[src/sbw_defs.svh]
// constants for the break, wake and synchronous master serial port
// assumes inclusion by bare name from the package and the core module
`ifndef SBW_DEFS_SVH
`define SBW_DEFS_SVH
// register indices on the plain register port
`define SBW_A_INT_FLAGS   4'h0
`define SBW_A_INT_ENABLES 4'h1
`define SBW_A_INT_PRIO    4'h2
`define SBW_A_RX_STATCTL  4'h3
`define SBW_A_RX_HOLDING  4'h4
`define SBW_A_TX_HOLDING  4'h5
`define SBW_A_TX_STATCTL  4'h6
`define SBW_A_BAUD_CTL    4'h7
`define SBW_A_BAUD_HI     4'h8
`define SBW_A_BAUD_LO     4'h9
// periph_int_flags fields
`define SBW_B_RX_FLAG    5
`define SBW_B_TX_FLAG    4
// rx_status_control fields
`define SBW_B_PORT_EN    7
`define SBW_B_RX9        6
`define SBW_B_SREN       5
`define SBW_B_CREN       4
`define SBW_B_ADDEN      3
`define SBW_B_FERR       2
`define SBW_B_RX9D       0
// tx_status_control fields
`define SBW_B_MASTER     7
`define SBW_B_TX9        6
`define SBW_B_TX_ON      5
`define SBW_B_SYNC       4
`define SBW_B_BRK        3
`define SBW_B_FAST       2
`define SBW_B_SH_EMPTY   1
`define SBW_B_NINTH_TRANSMIT_BIT       0
// baud_control fields
`define SBW_B_RX_IDLE    6
`define SBW_B_CK_HIGH    4
`define SBW_B_WIDE       3
`define SBW_B_WAKE       1
`define SBW_B_ABD        0
// reset values
`define SBW_RST_BYTE     8'h00
// async bit length in divisor ticks: plain, one speed bit, both
`define SBW_PRE_SLOW     5'h10
`define SBW_PRE_MID      5'h04
`define SBW_PRE_FAST     5'h01
// break data bits and frame lengths
`define SBW_BRK_BITS     4'hc
`define SBW_LEN8         4'h8
`define SBW_LEN9         4'h9
`endif

[src/sbw_pkg.sv]
// types shared by the serial port core
// assumes sbw_defs.svh is on the include path
package sbw_pkg;
  `include "sbw_defs.svh"
  typedef enum logic [1:0] {
    SBW_TX_IDLE  = 2'b00,
    SBW_TX_START = 2'b01,
    SBW_TX_DATA  = 2'b10,
    SBW_TX_STOP  = 2'b11
  } sbw_tx_e;
  typedef enum logic [1:0] {
    SBW_RX_IDLE  = 2'b00,
    SBW_RX_START = 2'b01,
    SBW_RX_DATA  = 2'b10,
    SBW_RX_STOP  = 2'b11
  } sbw_rx_e;
  typedef logic [7:0] sbw_byte_t;
endpackage : sbw_pkg

[src/sbw_core.sv]
// serial port core: wake arm, break transmit, synchronous master transmit
// assumes one 100 MHz clock, a plain register port and external pad logic
`timescale 1ns/1ps
`include "sbw_defs.svh"
module sbw_core
  import sbw_pkg::*;
#(
  parameter int DIV_W = 16
) (
  input  wire logic             CLK,
  input  wire logic             RSTN,
  input  wire logic [3:0]       ADDR,
  input  wire sbw_pkg::sbw_byte_t WDATA,
  input  wire logic             WR,
  input  wire logic             RD,
  output logic      [7:0]       RDATA,
  input  wire logic             RX_IN,
  output logic                  TX_CK_OUT,
  output logic                  TX_CK_OE,
  output logic                  DT_OUT,
  output logic                  DT_OE
);
  import sbw_pkg::*;

  logic       rst_a_r;
  logic       rst_n;
  logic [2:0] rx_pipe_r;
  logic       rx_lvl_r;
  logic       rx_prev_r;
  sbw_byte_t  pie_r;
  sbw_byte_t  ipr_r;
  logic       port_en_r;
  logic       rx9_r;
  logic       sren_r;
  logic       cren_r;
  logic       adden_r;
  logic       ferr_r;
  logic       rx9d_r;
  sbw_byte_t  rx_hold_r;
  logic       rx_flag_r;
  sbw_byte_t  tx_hold_r;
  logic       hold_full_r;
  logic       master_r;
  logic       tx9_r;
  logic       tx_on_r;
  logic       sync_r;
  logic       brk_r;
  logic       fast_r;
  logic       ninth_transmit_bit_r;
  logic       ck_high_r;
  logic       wide_r;
  logic       wake_r;
  logic       abd_r;
  logic       wake_seen_r;
  sbw_byte_t  div_hi_r;
  sbw_byte_t  div_lo_r;
  logic [DIV_W-1:0] baud_cnt_r;
  logic       baud_tick;
  logic [4:0] presc;
  logic [4:0] tx_pre_r;
  logic       phase_r;
  logic       tx_bit;
  logic       sync_frame;
  sbw_tx_e    tx_st_r;
  logic [11:0] tx_sh_r;
  logic [3:0] tx_left_r;
  logic       tx_brk_r;
  logic       tx_load;
  logic       tx_busy;
  sbw_rx_e    rx_st_r;
  logic [4:0] rx_cnt_r;
  logic [8:0] rx_sh_r;
  logic [3:0] rx_left_r;
  logic       rx_busy;
  logic       rx_sample;
  logic       rx_run;
  logic       fall;
  logic       rise;
  logic       wr_reg;
  logic       rd_reg;

  // true when a strobe targets a given register index
  function automatic logic hit(input logic s, input logic [3:0] a, input logic [3:0] k);
    hit = s && (a == k);
  endfunction : hit

  // reset release through two flops
  always_ff @(posedge CLK or negedge RSTN)
  begin
    if (!RSTN)
    begin
      rst_a_r <= 1'b0;
      rst_n   <= 1'b0;
    end
    else
    begin
      rst_a_r <= 1'b1;
      rst_n   <= rst_a_r;
    end
  end

  // receive pin filter: level moves only when stages two and three agree
  always_ff @(posedge CLK or negedge rst_n)
  begin
    if (!rst_n)
    begin
      rx_pipe_r <= 3'b111;
      rx_lvl_r  <= 1'b1;
      rx_prev_r <= 1'b1;
    end
    else
    begin
      rx_pipe_r <= {rx_pipe_r[1:0], RX_IN};
      if (rx_pipe_r[1] == rx_pipe_r[2])
        rx_lvl_r <= rx_pipe_r[2];
      rx_prev_r <= rx_lvl_r;
    end
  end

  assign fall = rx_prev_r && !rx_lvl_r;
  assign rise = !rx_prev_r && rx_lvl_r;

  // divisor tick; narrow mode uses only the low byte
  always_ff @(posedge CLK or negedge rst_n)
  begin
    if (!rst_n)
      baud_cnt_r <= '0;
    else if (!port_en_r || baud_cnt_r == '0)
      baud_cnt_r <= DIV_W'(wide_r ? {div_hi_r, div_lo_r} : {8'h00, div_lo_r});
    else
      baud_cnt_r <= baud_cnt_r - 1'b1;
  end

  assign baud_tick = port_en_r && (baud_cnt_r == '0);
  assign presc = (fast_r && wide_r) ? `SBW_PRE_FAST :
                 (fast_r || wide_r) ? `SBW_PRE_MID : `SBW_PRE_SLOW;

  // busy terms; half duplex gating in sync mode
  assign tx_busy = (tx_st_r != SBW_TX_IDLE);
  assign rx_busy = (rx_st_r != SBW_RX_IDLE);
  assign tx_load = (tx_st_r == SBW_TX_IDLE) && hold_full_r && tx_on_r && port_en_r &&
                   !(sync_r && rx_busy);
  assign rx_run  = port_en_r && cren_r && !sync_r && !wake_r &&
                   !(sync_r && tx_busy);

  // bit pacing: async counts prescaled ticks, sync uses two half periods
  always_ff @(posedge CLK or negedge rst_n)
  begin
    if (!rst_n)
    begin
      tx_pre_r <= 5'h00;
      phase_r  <= 1'b0;
    end
    else if (tx_load || !tx_busy)
    begin
      tx_pre_r <= 5'h00;
      phase_r  <= 1'b0;
    end
    else if (baud_tick)
    begin
      // async: first tick after load aligns the start bit, else it could be cut short
      phase_r  <= sync_frame ? !phase_r : 1'b1;
      tx_pre_r <= (!phase_r || tx_pre_r == presc - 5'h01) ? 5'h00 : tx_pre_r + 5'h01;
    end
  end

  // break frames keep async framing even in sync mode
  assign sync_frame = sync_r && !tx_brk_r;
  assign tx_bit     = baud_tick && phase_r && (sync_frame || tx_pre_r == presc - 5'h01);

  // transmit shifter: loads one cycle after a word is waiting
  always_ff @(posedge CLK or negedge rst_n)
  begin
    if (!rst_n)
    begin
      tx_st_r   <= SBW_TX_IDLE;
      tx_sh_r   <= 12'h000;
      tx_left_r <= 4'h0;
      tx_brk_r  <= 1'b0;
    end
    else if (!tx_on_r || !port_en_r)
      tx_st_r <= SBW_TX_IDLE;
    else if (tx_load)
    begin
      tx_brk_r  <= brk_r;
      tx_sh_r   <= brk_r ? 12'h000 : {3'b000, ninth_transmit_bit_r, tx_hold_r};
      tx_left_r <= brk_r ? `SBW_BRK_BITS : (tx9_r ? `SBW_LEN9 : `SBW_LEN8);
      tx_st_r   <= (sync_r && master_r && !brk_r) ? SBW_TX_DATA : SBW_TX_START;
    end
    else if (tx_bit)
    begin
      case (tx_st_r)
        SBW_TX_START:
          tx_st_r <= SBW_TX_DATA;
        SBW_TX_DATA:
        begin
          tx_sh_r   <= {1'b0, tx_sh_r[11:1]};
          tx_left_r <= tx_left_r - 4'h1;
          if (tx_left_r == 4'h1)
            tx_st_r <= (sync_r && !tx_brk_r) ? SBW_TX_IDLE : SBW_TX_STOP;
        end
        SBW_TX_STOP:
          tx_st_r <= SBW_TX_IDLE;
        default:
          tx_st_r <= SBW_TX_IDLE;
      endcase
    end
  end

  // pad drive: clock and data in sync master, line and input otherwise
  always_ff @(posedge CLK or negedge rst_n)
  begin
    if (!rst_n)
    begin
      TX_CK_OUT <= 1'b1;
      TX_CK_OE  <= 1'b0;
      DT_OUT    <= 1'b1;
      DT_OE     <= 1'b0;
    end
    else if (sync_r && master_r && !(tx_brk_r && tx_busy)) // stale break flag ignored when idle
    begin
      TX_CK_OE  <= port_en_r;
      TX_CK_OUT <= (tx_st_r == SBW_TX_DATA && !phase_r) ? !ck_high_r : ck_high_r;
      DT_OE     <= port_en_r && tx_busy;
      DT_OUT    <= (tx_st_r == SBW_TX_DATA) ? tx_sh_r[0] : 1'b1;
    end
    else
    begin
      TX_CK_OE  <= port_en_r;
      TX_CK_OUT <= (tx_st_r == SBW_TX_START) ? !phase_r :
                   (tx_st_r == SBW_TX_DATA) ? tx_sh_r[0] : 1'b1;
      DT_OE     <= 1'b0;
      DT_OUT    <= 1'b1;
    end
  end

  // async receiver, mid-bit sampling from the start edge
  assign rx_sample = baud_tick && (rx_cnt_r == 5'h00);

  always_ff @(posedge CLK or negedge rst_n)
  begin
    if (!rst_n)
    begin
      rx_st_r   <= SBW_RX_IDLE;
      rx_cnt_r  <= 5'h00;
      rx_sh_r   <= 9'h000;
      rx_left_r <= 4'h0;
    end
    else if (!rx_run)
      rx_st_r <= SBW_RX_IDLE;
    else if (rx_st_r == SBW_RX_IDLE)
    begin
      if (fall)
      begin
        rx_st_r  <= SBW_RX_START;
        rx_cnt_r <= {1'b0, presc[4:1]};
      end
    end
    else if (baud_tick)
    begin
      rx_cnt_r <= (rx_cnt_r == 5'h00) ? presc - 5'h01 : rx_cnt_r - 5'h01;
      if (rx_sample)
      begin
        case (rx_st_r)
          SBW_RX_START:
          begin
            rx_st_r   <= rx_lvl_r ? SBW_RX_IDLE : SBW_RX_DATA;
            rx_left_r <= rx9_r ? `SBW_LEN9 : `SBW_LEN8;
          end
          SBW_RX_DATA:
          begin
            rx_sh_r   <= {rx_lvl_r, rx_sh_r[8:1]};
            rx_left_r <= rx_left_r - 4'h1;
            if (rx_left_r == 4'h1)
              rx_st_r <= SBW_RX_STOP;
          end
          SBW_RX_STOP:
            rx_st_r <= SBW_RX_IDLE;
          default:
            rx_st_r <= SBW_RX_IDLE;
        endcase
      end
    end
  end

  // register strobes
  assign wr_reg = WR && !RD;
  assign rd_reg = RD && !WR;

  // receive holding, error and flag; a new event beats the read clear
  always_ff @(posedge CLK or negedge rst_n)
  begin
    if (!rst_n)
    begin
      rx_hold_r   <= `SBW_RST_BYTE;
      rx_flag_r   <= 1'b0;
      rx9d_r      <= 1'b0;
      ferr_r      <= 1'b0;
    end
    else
    begin
      if (rx_run && rx_sample && rx_st_r == SBW_RX_STOP)
      begin
        rx_hold_r <= rx9_r ? rx_sh_r[7:0] : rx_sh_r[8:1];
        rx9d_r    <= rx9_r && rx_sh_r[8];
        ferr_r    <= !rx_lvl_r;
        rx_flag_r <= 1'b1;
      end
      else if (wake_r && !wake_seen_r && fall)
        rx_flag_r <= 1'b1;
      else if (hit(rd_reg, ADDR, `SBW_A_RX_HOLDING))
        rx_flag_r <= 1'b0;
    end
  end

  // wake arm: falling edge marks the event, following rise disarms
  always_ff @(posedge CLK or negedge rst_n)
  begin
    if (!rst_n)
    begin
      wake_r      <= 1'b0;
      wake_seen_r <= 1'b0;
    end
    else if (hit(wr_reg, ADDR, `SBW_A_BAUD_CTL))
    begin
      wake_r      <= WDATA[`SBW_B_WAKE];
      wake_seen_r <= 1'b0;
    end
    else if (wake_r && !wake_seen_r && fall)
      wake_seen_r <= 1'b1;
    else if (wake_r && wake_seen_r && rise)
    begin
      wake_r      <= 1'b0;
      wake_seen_r <= 1'b0;
    end
  end

  // holding buffer: a data write fills it, the shifter load empties it
  always_ff @(posedge CLK or negedge rst_n)
  begin
    if (!rst_n)
    begin
      tx_hold_r   <= `SBW_RST_BYTE;
      hold_full_r <= 1'b0;
    end
    else if (hit(wr_reg, ADDR, `SBW_A_TX_HOLDING))
    begin
      tx_hold_r   <= WDATA;
      hold_full_r <= 1'b1;
    end
    else if (tx_load || !tx_on_r)
      hold_full_r <= 1'b0;
  end

  // transmit control; software setting the break bit wins over the clear
  always_ff @(posedge CLK or negedge rst_n)
  begin
    if (!rst_n)
    begin
      {master_r, tx9_r, tx_on_r, sync_r, brk_r, fast_r, ninth_transmit_bit_r} <= 7'h00;
    end
    else if (hit(wr_reg, ADDR, `SBW_A_TX_STATCTL))
    begin
      master_r <= WDATA[`SBW_B_MASTER];
      tx9_r    <= WDATA[`SBW_B_TX9];
      tx_on_r  <= WDATA[`SBW_B_TX_ON];
      sync_r   <= WDATA[`SBW_B_SYNC];
      brk_r    <= WDATA[`SBW_B_BRK];
      fast_r   <= WDATA[`SBW_B_FAST];
      ninth_transmit_bit_r   <= WDATA[`SBW_B_NINTH_TRANSMIT_BIT];
    end
    else if (tx_bit && tx_brk_r && tx_st_r == SBW_TX_STOP)
      brk_r <= 1'b0;
  end

  // plain storage registers
  always_ff @(posedge CLK or negedge rst_n)
  begin
    if (!rst_n)
    begin
      pie_r <= `SBW_RST_BYTE;
      ipr_r <= `SBW_RST_BYTE;
      div_hi_r <= `SBW_RST_BYTE;
      div_lo_r <= `SBW_RST_BYTE;
      {port_en_r, rx9_r, sren_r, cren_r, adden_r} <= 5'h00;
      {ck_high_r, wide_r, abd_r} <= 3'b000;
    end
    else if (wr_reg)
    begin
      case (ADDR)
        `SBW_A_INT_ENABLES: pie_r <= WDATA;
        `SBW_A_INT_PRIO:    ipr_r <= WDATA;
        `SBW_A_BAUD_HI:     div_hi_r <= WDATA;
        `SBW_A_BAUD_LO:     div_lo_r <= WDATA;
        `SBW_A_RX_STATCTL:
        begin
          port_en_r <= WDATA[`SBW_B_PORT_EN];
          rx9_r     <= WDATA[`SBW_B_RX9];
          sren_r    <= WDATA[`SBW_B_SREN];
          cren_r    <= WDATA[`SBW_B_CREN];
          adden_r   <= WDATA[`SBW_B_ADDEN];
        end
        `SBW_A_BAUD_CTL:
        begin
          ck_high_r <= WDATA[`SBW_B_CK_HIGH];
          wide_r    <= WDATA[`SBW_B_WIDE];
          abd_r     <= WDATA[`SBW_B_ABD];
        end
        default: ;
      endcase
    end
  end

  // read data only in the cycle after the strobe; unmapped reads zero
  always_ff @(posedge CLK or negedge rst_n)
  begin
    if (!rst_n)
      RDATA <= `SBW_RST_BYTE;
    else if (!rd_reg)
      RDATA <= `SBW_RST_BYTE;
    else
    begin
      case (ADDR)
        `SBW_A_INT_FLAGS:
          RDATA <= {2'b00, rx_flag_r, tx_on_r && !hold_full_r, 4'h0};
        `SBW_A_INT_ENABLES: RDATA <= pie_r;
        `SBW_A_INT_PRIO:    RDATA <= ipr_r;
        `SBW_A_RX_STATCTL:
          RDATA <= {port_en_r, rx9_r, sren_r, cren_r, adden_r, ferr_r, 1'b0, rx9d_r};
        `SBW_A_RX_HOLDING:  RDATA <= rx_hold_r;
        `SBW_A_TX_HOLDING:  RDATA <= tx_hold_r;
        `SBW_A_TX_STATCTL:
          RDATA <= {master_r, tx9_r, tx_on_r, sync_r, brk_r, fast_r,
                    !tx_busy, ninth_transmit_bit_r};
        `SBW_A_BAUD_CTL:
          RDATA <= {1'b0, !rx_busy, 1'b0, ck_high_r, wide_r, 1'b0, wake_r, abd_r};
        `SBW_A_BAUD_HI:     RDATA <= div_hi_r;
        `SBW_A_BAUD_LO:     RDATA <= div_lo_r;
        default:            RDATA <= `SBW_RST_BYTE;
      endcase
    end
  end

endmodule : sbw_core

[config.mk]
export PLATFORM = sky130hd
export DESIGN_NAME = sbw_core
export DESIGN_NICKNAME = d
export VERILOG_FILES = /design/src/sbw_pkg.sv /design/src/sbw_core.sv
export VERILOG_INCLUDE_DIRS = /design/src
export SDC_FILE = /design/constraint.sdc
export NUM_CORES = 1
export LEC_CHECK = 0
export BUFFER_PORTS_ARGS = -buffer_cell sky130_fd_sc_hd__buf_2
export CORE_MARGIN = 5
export CORE_UTILIZATION = 30
export DETAILED_ROUTE_END_ITERATION = 8
export PLACE_DENSITY = 0.46
export SKIP_LAST_GASP = 1
export SYNTH_ARGS = -nofsm -noshare
export SYNTH_HDL_FRONTEND = slang
export SYNTH_SLANG_ARGS = --single-unit
[constraint.sdc]
create_clock -name CLK -period 7.1 [get_ports CLK]
set_input_delay 1.42 -clock CLK [delete_from_list [all_inputs] [get_ports CLK]]
set_output_delay 1.42 -clock CLK [all_outputs]
set_load 0.01 [all_outputs]
; After elaboration in Yosys (flattened, before gate mapping)
; Cells that the tools add are included.
[op_classes]
addsub = 6
n_eq_ne = 26
muxes = 61
bitwise = 2
n_reduce_logical = 98
[ops]
columns = cell, count
row1 = 8-bit case mux with 10 select lines, 1
row2 = 5-bit two-way mux, 9
row3 = 1-bit logical AND, 40
row4 = 12-bit two-way mux, 3
row5 = 16-bit two-way mux, 2
row6 = 2-bit two-way mux, 13
row7 = 1-bit two-way mux, 23
row8 = 2-bit nonzero test, 10
row9 = 1-bit zero test, 19
row10 = 2-bit AND reduction, 9
row11 = "4-bit by 3-bit equality test with 1-bit output, second input constant", 4
row12 = 16-bit zero test, 1
row13 = 8-bit two-way mux, 2
row14 = "16-bit by 1-bit subtractor with 16-bit output, second input constant", 1
row15 = "4-bit by 1-bit equality test with 1-bit output, second input constant", 3
row16 = 4-bit two-way mux, 3
row17 = 5-bit AND reduction, 2
row18 = "5-bit by 1-bit subtractor with 5-bit output, second input constant", 2
row19 = 9-bit two-way mux, 1
row20 = 3-bit nonzero test, 3
row21 = "2-bit equality test, second input constant", 4
row22 = "4-bit by 2-bit equality test with 1-bit output, second input constant", 2
row23 = "4-bit equality test, second input constant", 2
row24 = "4-bit != test, second input constant", 2
row25 = other kinds (19), 32
[totals]
reg_bits = 149
inputBits = 17
output_inout_bits = 12
wordCells = 241

; Depth between registers and ports, before layout
; Gate-level depths: netlist of run 1.
[logic_depth]
depth_word = 11
mapped_depth = 10
depth_no_buf = 8

; Worst setup path after synthesis of run 1
; OpenSTA, ideal clock, no wires.
[synth_timing]
kind = input to register
start = in ADDR[1]
end = reg adden_r
setup_time_ps = 125
arrival_time_ps = 2823
t_required_ps = 6975
slack_ps = 4152
path_stages = 4
n_path_buf = 1
path_cell_list = clkbuf_1 nand2_1 nor4b_1 mux2_2
[synth_between]
elab_chain_cells = 2
[synth_lines]
columns = item, line_no
row1 = start: declaration, sbw_core.sv:12  ; input wire logic [3:0] ADDR,
row2 = 4-bit by 2-bit equality test with 1-bit output, sbw_core.sv:390  ; case (ADDR)
row3 = 2-bit AND reduction (no line), --
row4 = end signal: assignment, sbw_core.sv:401  ; adden_r <= WDATA[`SBW_B_ADDEN];
row5 = end: declaration, sbw_core.sv:36  ; logic adden_r;
; No other way between the ends.
; A chain may end at the register's enable or synchronous reset.

; Final worst setup path of run 1
[layout_timing]
start = in ADDR[1]
end = reg ipr_r[0]
[layout_between]
elab_chain_cells = 2
[layout_lines]
columns = item, line_no
row1 = 4-bit by 2-bit equality test with 1-bit output, sbw_core.sv:390
row2 = 2-bit AND reduction (no line), --
row3 = end signal: assignment, sbw_core.sv:382  ; ipr_r <= `SBW_RST_BYTE;
row4 = end: declaration, sbw_core.sv:31  ; sbw_byte_t ipr_r;
; No other way between the ends.

==> impl_results.md, run 1 <==
* Mux contribution to synthesized area at 0.1311
* DRC viols at 0
* First drt pass iteration count at 6
* Final Setup Violations at 0
* CP endpoint kind: flop
* Ys Warns at 0
* Required time worst endpoint at 7400 ps
* Yosys reg bits at 146
* Final Hold Viols at 0
* Setup TNS at 0 ps
* RSZ-0062 raised after global routing: false
* Most frequent cells in the layout: dfrtp_1, nand2_1, mux2_2
* Die footprint at 0.02762 mm²
* Crit path launch type: primary input
* DRT antenna net count at 0
* Synth Area in Adders at 0.03385
* Mapped Cells at 695
* Std cell rows at 57
* Final wirelength at 19560 µm
* Die Y at 166.2 µm
* F_max at 0.3121 GHz
* Placed cell areas at 0.007720 mm²
* Synth Area in Simple Gates at 0.1409
* P per Cell Area at 289.6 mW/mm²
* Main combinational cell family by area after synthesis: compound AO/OA/AOI/OAI gates
* Netlist cell types at 61
* Reg2Reg Setup Slack at 3930 ps
* Post-synthesis compound-gate area fraction at 0.1422
* Setup CP Type: in -> reg
* Slowest cell on the critical path: nor3_1
* CTS tree: built
* Post-synthesis area per instance at 10.53 µm²
* Crit-path cells: buf_2 > nand2b_1 > nor3_1 > nand2_1 > mux2_2
* Crit path max fanout at 27
* Post-cts hold buffer count at 0
* CTS Sinks at 146
* Critical path data arrival time at 3500 ps
* Hold Crit Class: reg -> reg
* Initial core utilization at 0.3027
* Routed len/inst at 18.68 µm
* Number of global-route vias before repair at 5475
* Final worst-path cycle share at 0.4512
* Post-layout nets at 746
* Clock latency on the worst-skew pair at 420 ps
* Port Buf Inserts at 28
* Period minus WS final at 3204 ps
* Hold slack at 352.6 ps
* Final slew viol count at 0
* Root buffer cell: clkbuf_16
* Die X at 166.2 µm
* Pin count of the biggest net entering global routing at 81
* Syn_nets at 731
* Routed vias at 5354
* Top FF cell, synth: dfrtp_1
* Slew HR at 0.2607
* Antenna violations before repair at 0
* Worst Tran Pin Value at 1094 ps
* Ports at 29
* Cell Area, Synth at 0.007320 mm²
* Register area share after synthesis at 0.5003
* Share of cells above drive strength 1 at 0.1950
* DRT iter0 DRCs at 430
* Ant diodes at 0
* Leak at 3.597 nW
* CP max stage delay at 700 ps
* H-tree depth at 4
* First-pass GRT wire length at 31160 µm
* Post-synthesis xor/xnor area fraction at 0.01795
* Area grow syn2layout at 13.74%
* Resized cells post-CTS at 0
* # Post-CTS Setup Buffers at 0
* Status: completed
* Most common cell after layout, fill and taps aside: dfrtp_1
* Post-detail-place hpwl at 13850 µm
* Clock slew at reported path FFs at 70 ps
* Num CTS Buffers at 17
* Placeable Area at 0.02418 mm²
* Async S/R FF share, synth at 1.000
* Worst clock skew at 10.93 ps
* Max rail drop VDD at 0.1421 mV
* Max-Cap Viols at 0
* Gr ovfl total at 0
* Vias per std cell at 5.114
* Clk buf depth at 2
* Final Cell Area at 0.008325 mm²
* Gpl congestion at 0.8360
* Aggregate global-route resource usage at 0.1432
* EDFF count, synth at 0
## worst paths after layout
path / from / endpoint / cells after the start
min reg2reg: rst_a_r / rst_n / 0
max in group asynchronous: rst_n / rx_cnt_r[0] / 1
min: rst_a_r / rst_n / 0
min in group asynchronous: rst_n / baud_cnt_r[4] / 0
max: ADDR[1] / ipr_r[0] / 5
max reg2reg: baud_cnt_r[4] / ferr_r / 6
## synthesized netlist by cell type (all sizes together), types with 2 or more instances
master,n,share of area
a21oi,46,0.031
mux2,63,0.097
a221oi,3,0.0036
a22oi,7,0.0072
o41ai,2,0.0024
xnor2,10,0.012
nor2b,10,0.0085
dfrtp,139,0.48
nand2,64,0.034
xor2,5,0.0060
mux2i,25,0.034
a211oi,8,0.0082
a21o,4,0.0041
or3,8,0.0068
o22a,2,0.0024
nor2,37,0.019
and3,3,0.0026
nor3,15,0.010
nand3,27,0.018
a222oi,2,0.0027
ha,19,0.032
a31oi,6,0.0051
dfstp,7,0.025
a22o,3,0.0036
nor4,5,0.0084
buf,7,0.0072
nor3b,2,0.0021
o21ai,58,0.040
nand3b,8,0.0082
and2,2,0.0017
clkbuf,26,0.015
a32oi,10,0.012
and4,2,0.0024
o31ai,3,0.0031
o22ai,6,0.0051
inv,22,0.011
nand4,3,0.0026
nand2b,10,0.0085
nor4b,2,0.0024
## cells by family (layout without fill, tap and decap cells)
kind of cell	count (synthesis)	in the layout
xor gates and xnor gates	15	15
AOI/OAI and AO/OA	168	168
buffers and inverters	55	83
DFF	146	146
and+or+nand+nor	202	202
muxes	88	88
adders and majority gates	20	20
other	1	1
## registers in the layout, indices dropped and copies added (netlist names), 4 cells and up
signal      cells
RDATA           8
baud_cnt_r     16
div_hi_r        8
div_lo_r        8
ipr_r           8
pie_r           8
rx_cnt_r        5
rx_hold_r       8
rx_left_r       4
rx_sh_r         9
tx_hold_r       8
tx_left_r       4
tx_pre_r        5
tx_sh_r         9
## critical path, delay by kind of cell
| kind | cells | cell delay, ps |
|---|---|---|
| buffers and inverters | 1 | 400 |
| multiplexers | 1 | 400 |
| AND/OR/NAND/NOR | 3 | 1270 |
## through the flow
| stage | utilization | worst slack (ps) | cells | total power [mW] |
|---|---|---|---|---|
| global route | 0.3444 | 3570 | 1047 | 2.544 |
| global placement | 0.3193 | 3612 | 1015 | 1.492 |
| CTS | 0.3444 | 3910 | 1047 | 2.441 |
| finish | 0.3444 | 3896 | 1047 | 2.411 |
| floorplan | - | 2743 | 695 | 1.362 |
| detailed placement | 0.3193 | 3501 | 1015 | 1.501 |
## cell type report
| type | instances | area, µm² |
|---|---|---|
| fillers | 2449 | 15850 |
| flip-flops and latches | 146 | 3666 |
| multi-input cells | 494 | 3418 |
| clock buffers | 18 | 439.2 |
| well taps | 324 | 405.4 |
| clock inverters | 14 | 166.4 |
| repair buffers | 29 | 147.6 |
| inverters | 22 | 82.58 |
## metal layers
metal / wire length (µm) / GRT usage / vias up / share of wire
met4: 253 / 0.04017 / 0 / 0.013
met1: 9323 / 0.1967 / 2677 / 0.48
met3: 702 / 0.03142 / 19 / 0.036
met2: 9283 / 0.2289 / 111 / 0.47
met5: 0 / 0 / - / 0
li1: - / - / 2547 / -
## power breakdown
part	leakage (nW)	switching, mW	internal (mW)	total [mW]
Sequential	1.90	0.151	0.948	1.10
Combinational	1.40	0.209	0.178	0.387
Clock	0.294	0.386	0.540	0.926
Total	3.60	0.746	1.67	2.41
Power figures use the tool's default switching activity.
==> run 2, diff against run 1 <==
- clock period: 7.1 -> 3.35 ns (I/O delays scaled with it)
==> run 2 against run 1 <==
Against the previous run:
- sequential power up 110%
- design area up 1.1%
- worst hold slack lost 41 ps
- clock skew decreased by 2.6 ps
- worst setup slack got worse by 3400 ps
- critical endpoint is now tx_left_r[2]
==> impl_results.md, run 2 (synthesis results as in run 1) <==
* Status: completed
* Biggest regs: baud_cnt_r (16), rx_sh_r (9), tx_sh_r (9)
* Routed len/inst at 18.03 µm (-3.5%)
* Slowest cell on the critical path: dfrtp_1
* CTS tree: built
* Slew HR at 0.3172 (+0.05654)
* Final Hold Viols at 0 (unchanged)
* Pin count of the biggest net entering global routing at 67 (-17%)
* Crit path max fanout at 15 (-44%)
* Die X at 166.2 µm (unchanged)
* Worst Tran Pin Value at 1024 ps (-69.54 ps)
* Ports at 29 (unchanged)
* CP endpoint kind: flop
* Initial core utilization at 0.3027 (unchanged)
* Num CTS Buffers at 17 (unchanged)
* Ant diodes at 0 (unchanged)
* Most common cell after layout, fill and taps aside: dfrtp_1
* Post-layout util at 0.3481 (+0.003727)
* Max FFs per register at 16 (unchanged)
* F_max at 0.3486 GHz
* Reg-to-Reg Start: wide_r
* Vias per std cell at 5.074 (-0.78%)
* CTS Sinks at 146 (unchanged)
* Clock latency on the worst-skew pair at 420 ps (about the same)
* Setup CP Type: reg -> reg
* DRC viols at 0 (unchanged)
* Max-Cap Viols at 0 (unchanged)
* Antenna violations before repair at 0 (unchanged)
* Worst-case reg-to-reg path depth at 8 (+2)
* First drt pass iteration count at 5 (-1)
* Leak at 3.650 nW (+1.5%)
* Final wirelength at 19110 µm (-2.3%)
* Worst clock skew at 8.355 ps (-2.575 ps)
* Largest Register: baud_cnt_r
* Gr ovfl total at 0 (unchanged)
* Area grow syn2layout at 14.97%
* Setup WS pre-CTS at 448.9 ps (-3052 ps)
* Final slew viol count at 0 (unchanged)
* Fill cells at 2391 (-2.4%)
* First-pass GRT wire length at 31030 µm (-0.42%)
* Setup TNS at 0 ps (unchanged)
* Tot Pwr at 5.045 mW (+110%)
* Crit-path cells: inv_1 > ha_1 > or3_1 > a211oi_1 > o21ai_0 > a211o_4 > or3_1 > a31oi_1
* Final Worst Setup Slack at 481.5 ps (-3415 ps)
* Hold Crit Class: reg -> async
* Final Setup Violations at 0 (unchanged)
* Share of cells above drive strength 1 at 0.2038 (+0.008784)
* RSZ-0062 raised after global routing: false
* Period minus WS final at 2868 ps
* Reg2Reg Setup Slack at 480 ps (-3450 ps)
* Critical path data arrival time at 3220 ps (-280 ps)
* RR Endpoint: tx_left_r[2]
* Inst Count DP at 1027 (+1.2%)
* Post-detail-place hpwl at 13780 µm (-0.45%)
* DRT iter0 DRCs at 363 (-16%)
* H-tree depth at 4 (unchanged)
* Clock slew at reported path FFs at 60 ps (about the same)
* CP dominant cell by count: or3_1
* Clk buf depth at 2 (unchanged)
* Crit path launch type: flop
* # Post-CTS Setup Buffers at 0 (unchanged)
* P per Cell Area at 599.4 mW/mm² (+110%)
* Aggregate global-route resource usage at 0.1411 (-0.002092)
* Most frequent cells in the layout: dfrtp_1, nand2_1, mux2_2
* Number of global-route vias before repair at 5527 (+0.95%)
* Max rail drop VDD at 0.3095 mV (+120%)
* Port Buf Inserts at 28 (unchanged)
* Fin cells at 1060 (+1.2%)
* Placeable Area at 0.02418 mm² (unchanged)
* Die footprint at 0.02762 mm² (unchanged)
* DRT antenna net count at 0 (unchanged)
* Final worst-path cycle share at 0.8563
* Required time worst endpoint at 3700 ps (-3700 ps)
* Root buffer cell: clkbuf_16
* Routed vias at 5378 (+0.45%)
* Gpl congestion at 0.8702 (+4.1%)
* CP max stage delay at 540 ps (-160 ps)
* Std cell rows at 57 (unchanged)
* Post-layout nets at 759 (+1.7%)
* Die Y at 166.2 µm (unchanged)
[run 2: changes by cell type in the layout (fill, tap and decap cells not counted)]
cell,delta
buf_12,+1
clkbuf_1,+3
inv_6,-4
inv_8,-3
clkinv_4,+4
buf_4,+11
dlygate4sd3_1,+1
[run 2: layout make-up]
class                           instances  area (µm²)  area share
Sequential cell                       146        3666      0.4356
Multi-Input combinational cell        494        3418      0.4062
Clock buffer                           21       450.4     0.05352
Tap cell                              324       405.4     0.04817
Timing Repair Buffer                   42       260.3     0.03092
Clock inverter                         11       132.6     0.01576
Inverter                               22       82.58    0.009813
[run 2: worst max-delay path by stage]
stage / endpoint / slack (ps) / from
CTS: tx_left_r[2] / 450 / wide_r
global route: tx_left_r[2] / 250 / wide_r
finish: tx_left_r[2] / 480 / wide_r
global placement: tx_left_r[2] / 520 / wide_r
floorplan: tx_left_r[2] / 780 / wide_r
detailed placement: tx_left_r[2] / 450 / wide_r
[run 2: critical path, delay by kind of cell, from the launching register on]
family          cells  cell delay, ps
flops               1             540
buf+inv             1             160
simple gates        2             710
fa+ha+maj           1             290
compound gates      4            1090
[run 2: layer usage]
| layer | track usage | wire (µm) | vias to the layer above |
|---|---|---|---|
| met5 | 0 | 0 | - |
| met4 | 0.05380 | 503 | 0 |
| met3 | 0.03095 | 703 | 31 |
| met2 | 0.2163 | 8651 | 115 |
| met1 | 0.1957 | 9249 | 2664 |
| li1 | - | - | 2568 |
[run 2: power by group]
part	switching, mW	leakage (nW)	internal [mW]
registers	0.285	1.90	2.01
clock network	0.768	0.278	1.12
logic	0.467	1.47	0.391
total	1.52	3.65	3.52
[run 2: through the flow]
step / hold WS (ps) / area, µm²
CTS: 318.9 / 8416
detailed placement: 337.9 / 7823
floorplan: 331.1 / 7321
global placement: 328.5 / 7823
finish: 312.0 / 8416
global route: 321.8 / 8416
[run 2: timing repair]
item	in CTS	in global routing
resized for setup	0	0
hold buffers	1	0
endpoints found under the hold margin	2	0
endpoints found under the setup margin	0	0
==> run 3, diff against run 2 <==
- GPL_TIMING_DRIVEN: unset -> 0
==> run 3 against run 2 <==
Against the previous run:
- clock-buffer cell count fell by 2
- wire length grew 3.1%
- global-route usage up 0.37 points
- total power grew 3.1%
- sequential power about the same
- fmax fell by 7.4%
- critical path depth grew 1
- worst hold slack got worse by 130 ps
- clock skew increased by 5.5 ps
==> impl_results.md, run 3 (synthesis results as in run 1) <==
* # Post-CTS Setup Buffers at 0 (unchanged)
* P per Cell Area at 607.4 mW/mm² (+1.3%)
* Most frequent cells in the layout: dfrtp_1, nand2_1, mux2_2
* Slowest cell on the critical path: a211o_4
* First-pass GRT wire length at 31740 µm (+2.3%)
* Resized cells post-CTS at 0 (unchanged)
* Num CTS Buffers at 17 (unchanged)
* Required time worst endpoint at 3690 ps (about the same)
* Worst Tran Pin Value at 865.8 ps (-158.2 ps)
* DRC viols at 0 (unchanged)
* Number of global-route vias before repair at 5546 (+0.34%)
* Largest Register: baud_cnt_r
* Critical path data arrival time at 3440 ps (+220 ps)
* RSZ-0062 raised after global routing: false
* Port Buf Inserts at 27 (-3.6%)
* Pin count of the biggest net entering global routing at 68 (+1.5%)
* Hold Crit Class: reg -> async
* Gr ovfl total at 0 (unchanged)
* Aggregate global-route resource usage at 0.1448 (+0.003703)
* Post-layout nets at 780 (+2.8%)
* Clock slew at reported path FFs at 70 ps (about the same)
* F_max at 0.3230 GHz (-7.4%)
* Die footprint at 0.02762 mm² (unchanged)
* Std cell rows at 57 (unchanged)
* Leak at 3.684 nW (+0.94%)
* Initial core utilization at 0.3027 (unchanged)
* Final worst-path cycle share at 0.9242 (+0.06797)
* Reg-to-Reg Start: wide_r
* CP dominant cell by count: or3_1
* Status: completed
* Ant diodes at 0 (unchanged)
* Root buffer cell: clkbuf_16
* Share of cells above drive strength 1 at 0.1929 (-0.01094)
* Max rail drop VDD at 0.3158 mV (+2.0%)
* Crit path launch type: flop
* Final Worst Setup Slack at 253.8 ps (-227.7 ps)
* CTS Sinks at 146 (unchanged)
* Worst clock skew at 13.86 ps (+5.505 ps)
* CTS tree: built
* DRT antenna net count at 0 (unchanged)
* Clock latency on the worst-skew pair at 430 ps (about the same)
* Crit path max fanout at 9 (-6)
* Period minus WS final at 3096 ps (+227.7 ps)
* Max-Cap Viols at 0 (unchanged)
* CP Buf/Inv Count at 2 (+1)
* Final Hold Viols at 0 (unchanged)
* Tot Pwr at 5.201 mW (+3.1%)
* Setup CP Type: reg -> reg
* Crit-path cells: clkbuf_1 > inv_1 > ha_1 > or3_1 > a211oi_1 > o21ai_0 > a211o_4 > or3_1 > a31oi_1
* Routed vias at 5531 (+2.8%)
* H-tree depth at 4 (unchanged)
* Antenna violations before repair at 0 (unchanged)
* Worst-case reg-to-reg path depth at 9 (+1)
* Final Setup Violations at 0 (unchanged)
* Area grow syn2layout at 16.97%
* Placeable Area at 0.02418 mm² (unchanged)
* Final slew viol count at 0 (unchanged)
* RR Endpoint: tx_left_r[2]
* DRT iter0 DRCs at 331 (-8.8%)
* First drt pass iteration count at 5 (unchanged)
* Ports at 29 (unchanged)
* Routed len/inst at 18.23 µm (+1.1%)
* Clk buf depth at 2 (unchanged)
* Die Y at 166.2 µm (unchanged)
* Setup WS pre-CTS at 251.1 ps (-197.8 ps)
* CP endpoint kind: flop
* CP max stage delay at 440 ps (-100 ps)
* Crit path max-delay family: compound AO/OA/AOI/OAI gates
* Biggest regs: baud_cnt_r (16), rx_sh_r (9), tx_sh_r (9)
* Slew HR at 0.4183 (+0.1011)
* Gpl congestion at 0.8769 (+0.77%)
* Vias per std cell at 5.117 (+0.85%)
* Die X at 166.2 µm (unchanged)
* Final wirelength at 19710 µm (+3.1%)
* Max FFs per register at 16 (unchanged)
* Post-cts hold buffer count at 1 (unchanged)
* Fill cells at 2431 (+1.7%)
* Post-detail-place hpwl at 14250 µm (+3.4%)
* Most common cell after layout, fill and taps aside: dfrtp_1
* Critical path startpoint: wide_r
* Reg2Reg Setup Slack at 250 ps (-230 ps)
==> run 3: layout make-up <==
cell class / instances / area [µm²] / share of cell area
Inverter: 22 / 82.58 / 0.009645
Clock buffer: 19 / 452.9 / 0.05290
Timing Repair Buffer: 30 / 200.2 / 0.02338
Sequential cell: 146 / 3666 / 0.4282
Buffer: 33 / 160.2 / 0.01871
Clock inverter: 13 / 173.9 / 0.02031
Multi-Input combinational cell: 494 / 3421 / 0.3995
Tap cell: 324 / 405.4 / 0.04735
==> run 3: worst register-to-register path: stages, from the launching register on <==
cell and delay, ps:
dfrtp_1 350, clkbuf_1 370, inv_1 220, ha_1 320, or3_1 390, a211oi_1 220
o21ai_0 230, a211o_4 440, or3_1 320, a31oi_1 170
==> run 3: worst max path at each step <==
stage	endpoint	slack, ps	cells past startpoint
2_1_floorplan	tx_left_r[2]	780	9
4_1_cts	tx_left_r[2]	230	9
3_3_place_gp	tx_pre_r[1]	-20	0
6_report	tx_left_r[2]	250	9
3_5_place_dp	tx_left_r[2]	250	9
5_1_grt	tx_left_r[2]	20	10
==> run 3: power by group <==
group,internal (mW),total (mW),switching (mW)
Sequential,2.01,2.27,0.265
Clock,1.23,2.03,0.805
Combinational,0.399,0.895,0.496
==> run 3: routing by layer <==
metal,global-route usage,part of all wire,vias to the layer above
li1,-,-,2618
met1,0.2068,0.49,2787
met2,0.2255,0.46,108
met3,0.02880,0.036,18
met4,0.03838,0.013,0
met5,0,0,-
==> run 3: through the flow <==
step	util	cells	setup TNS (ps)	hold WS [ps]	instance area [µm²]
5_1_grt	0.3541	1081	0	205.3	8562
4_1_cts	0.3539	1081	0	192.3	8556
3_3_place_gp	0.3252	1046	-1219	338.0	7861
6_report	0.3541	1081	0	186.9	8562
3_5_place_dp	0.3275	1048	0	189.1	7919
2_1_floorplan	-	695	0	331.1	7321
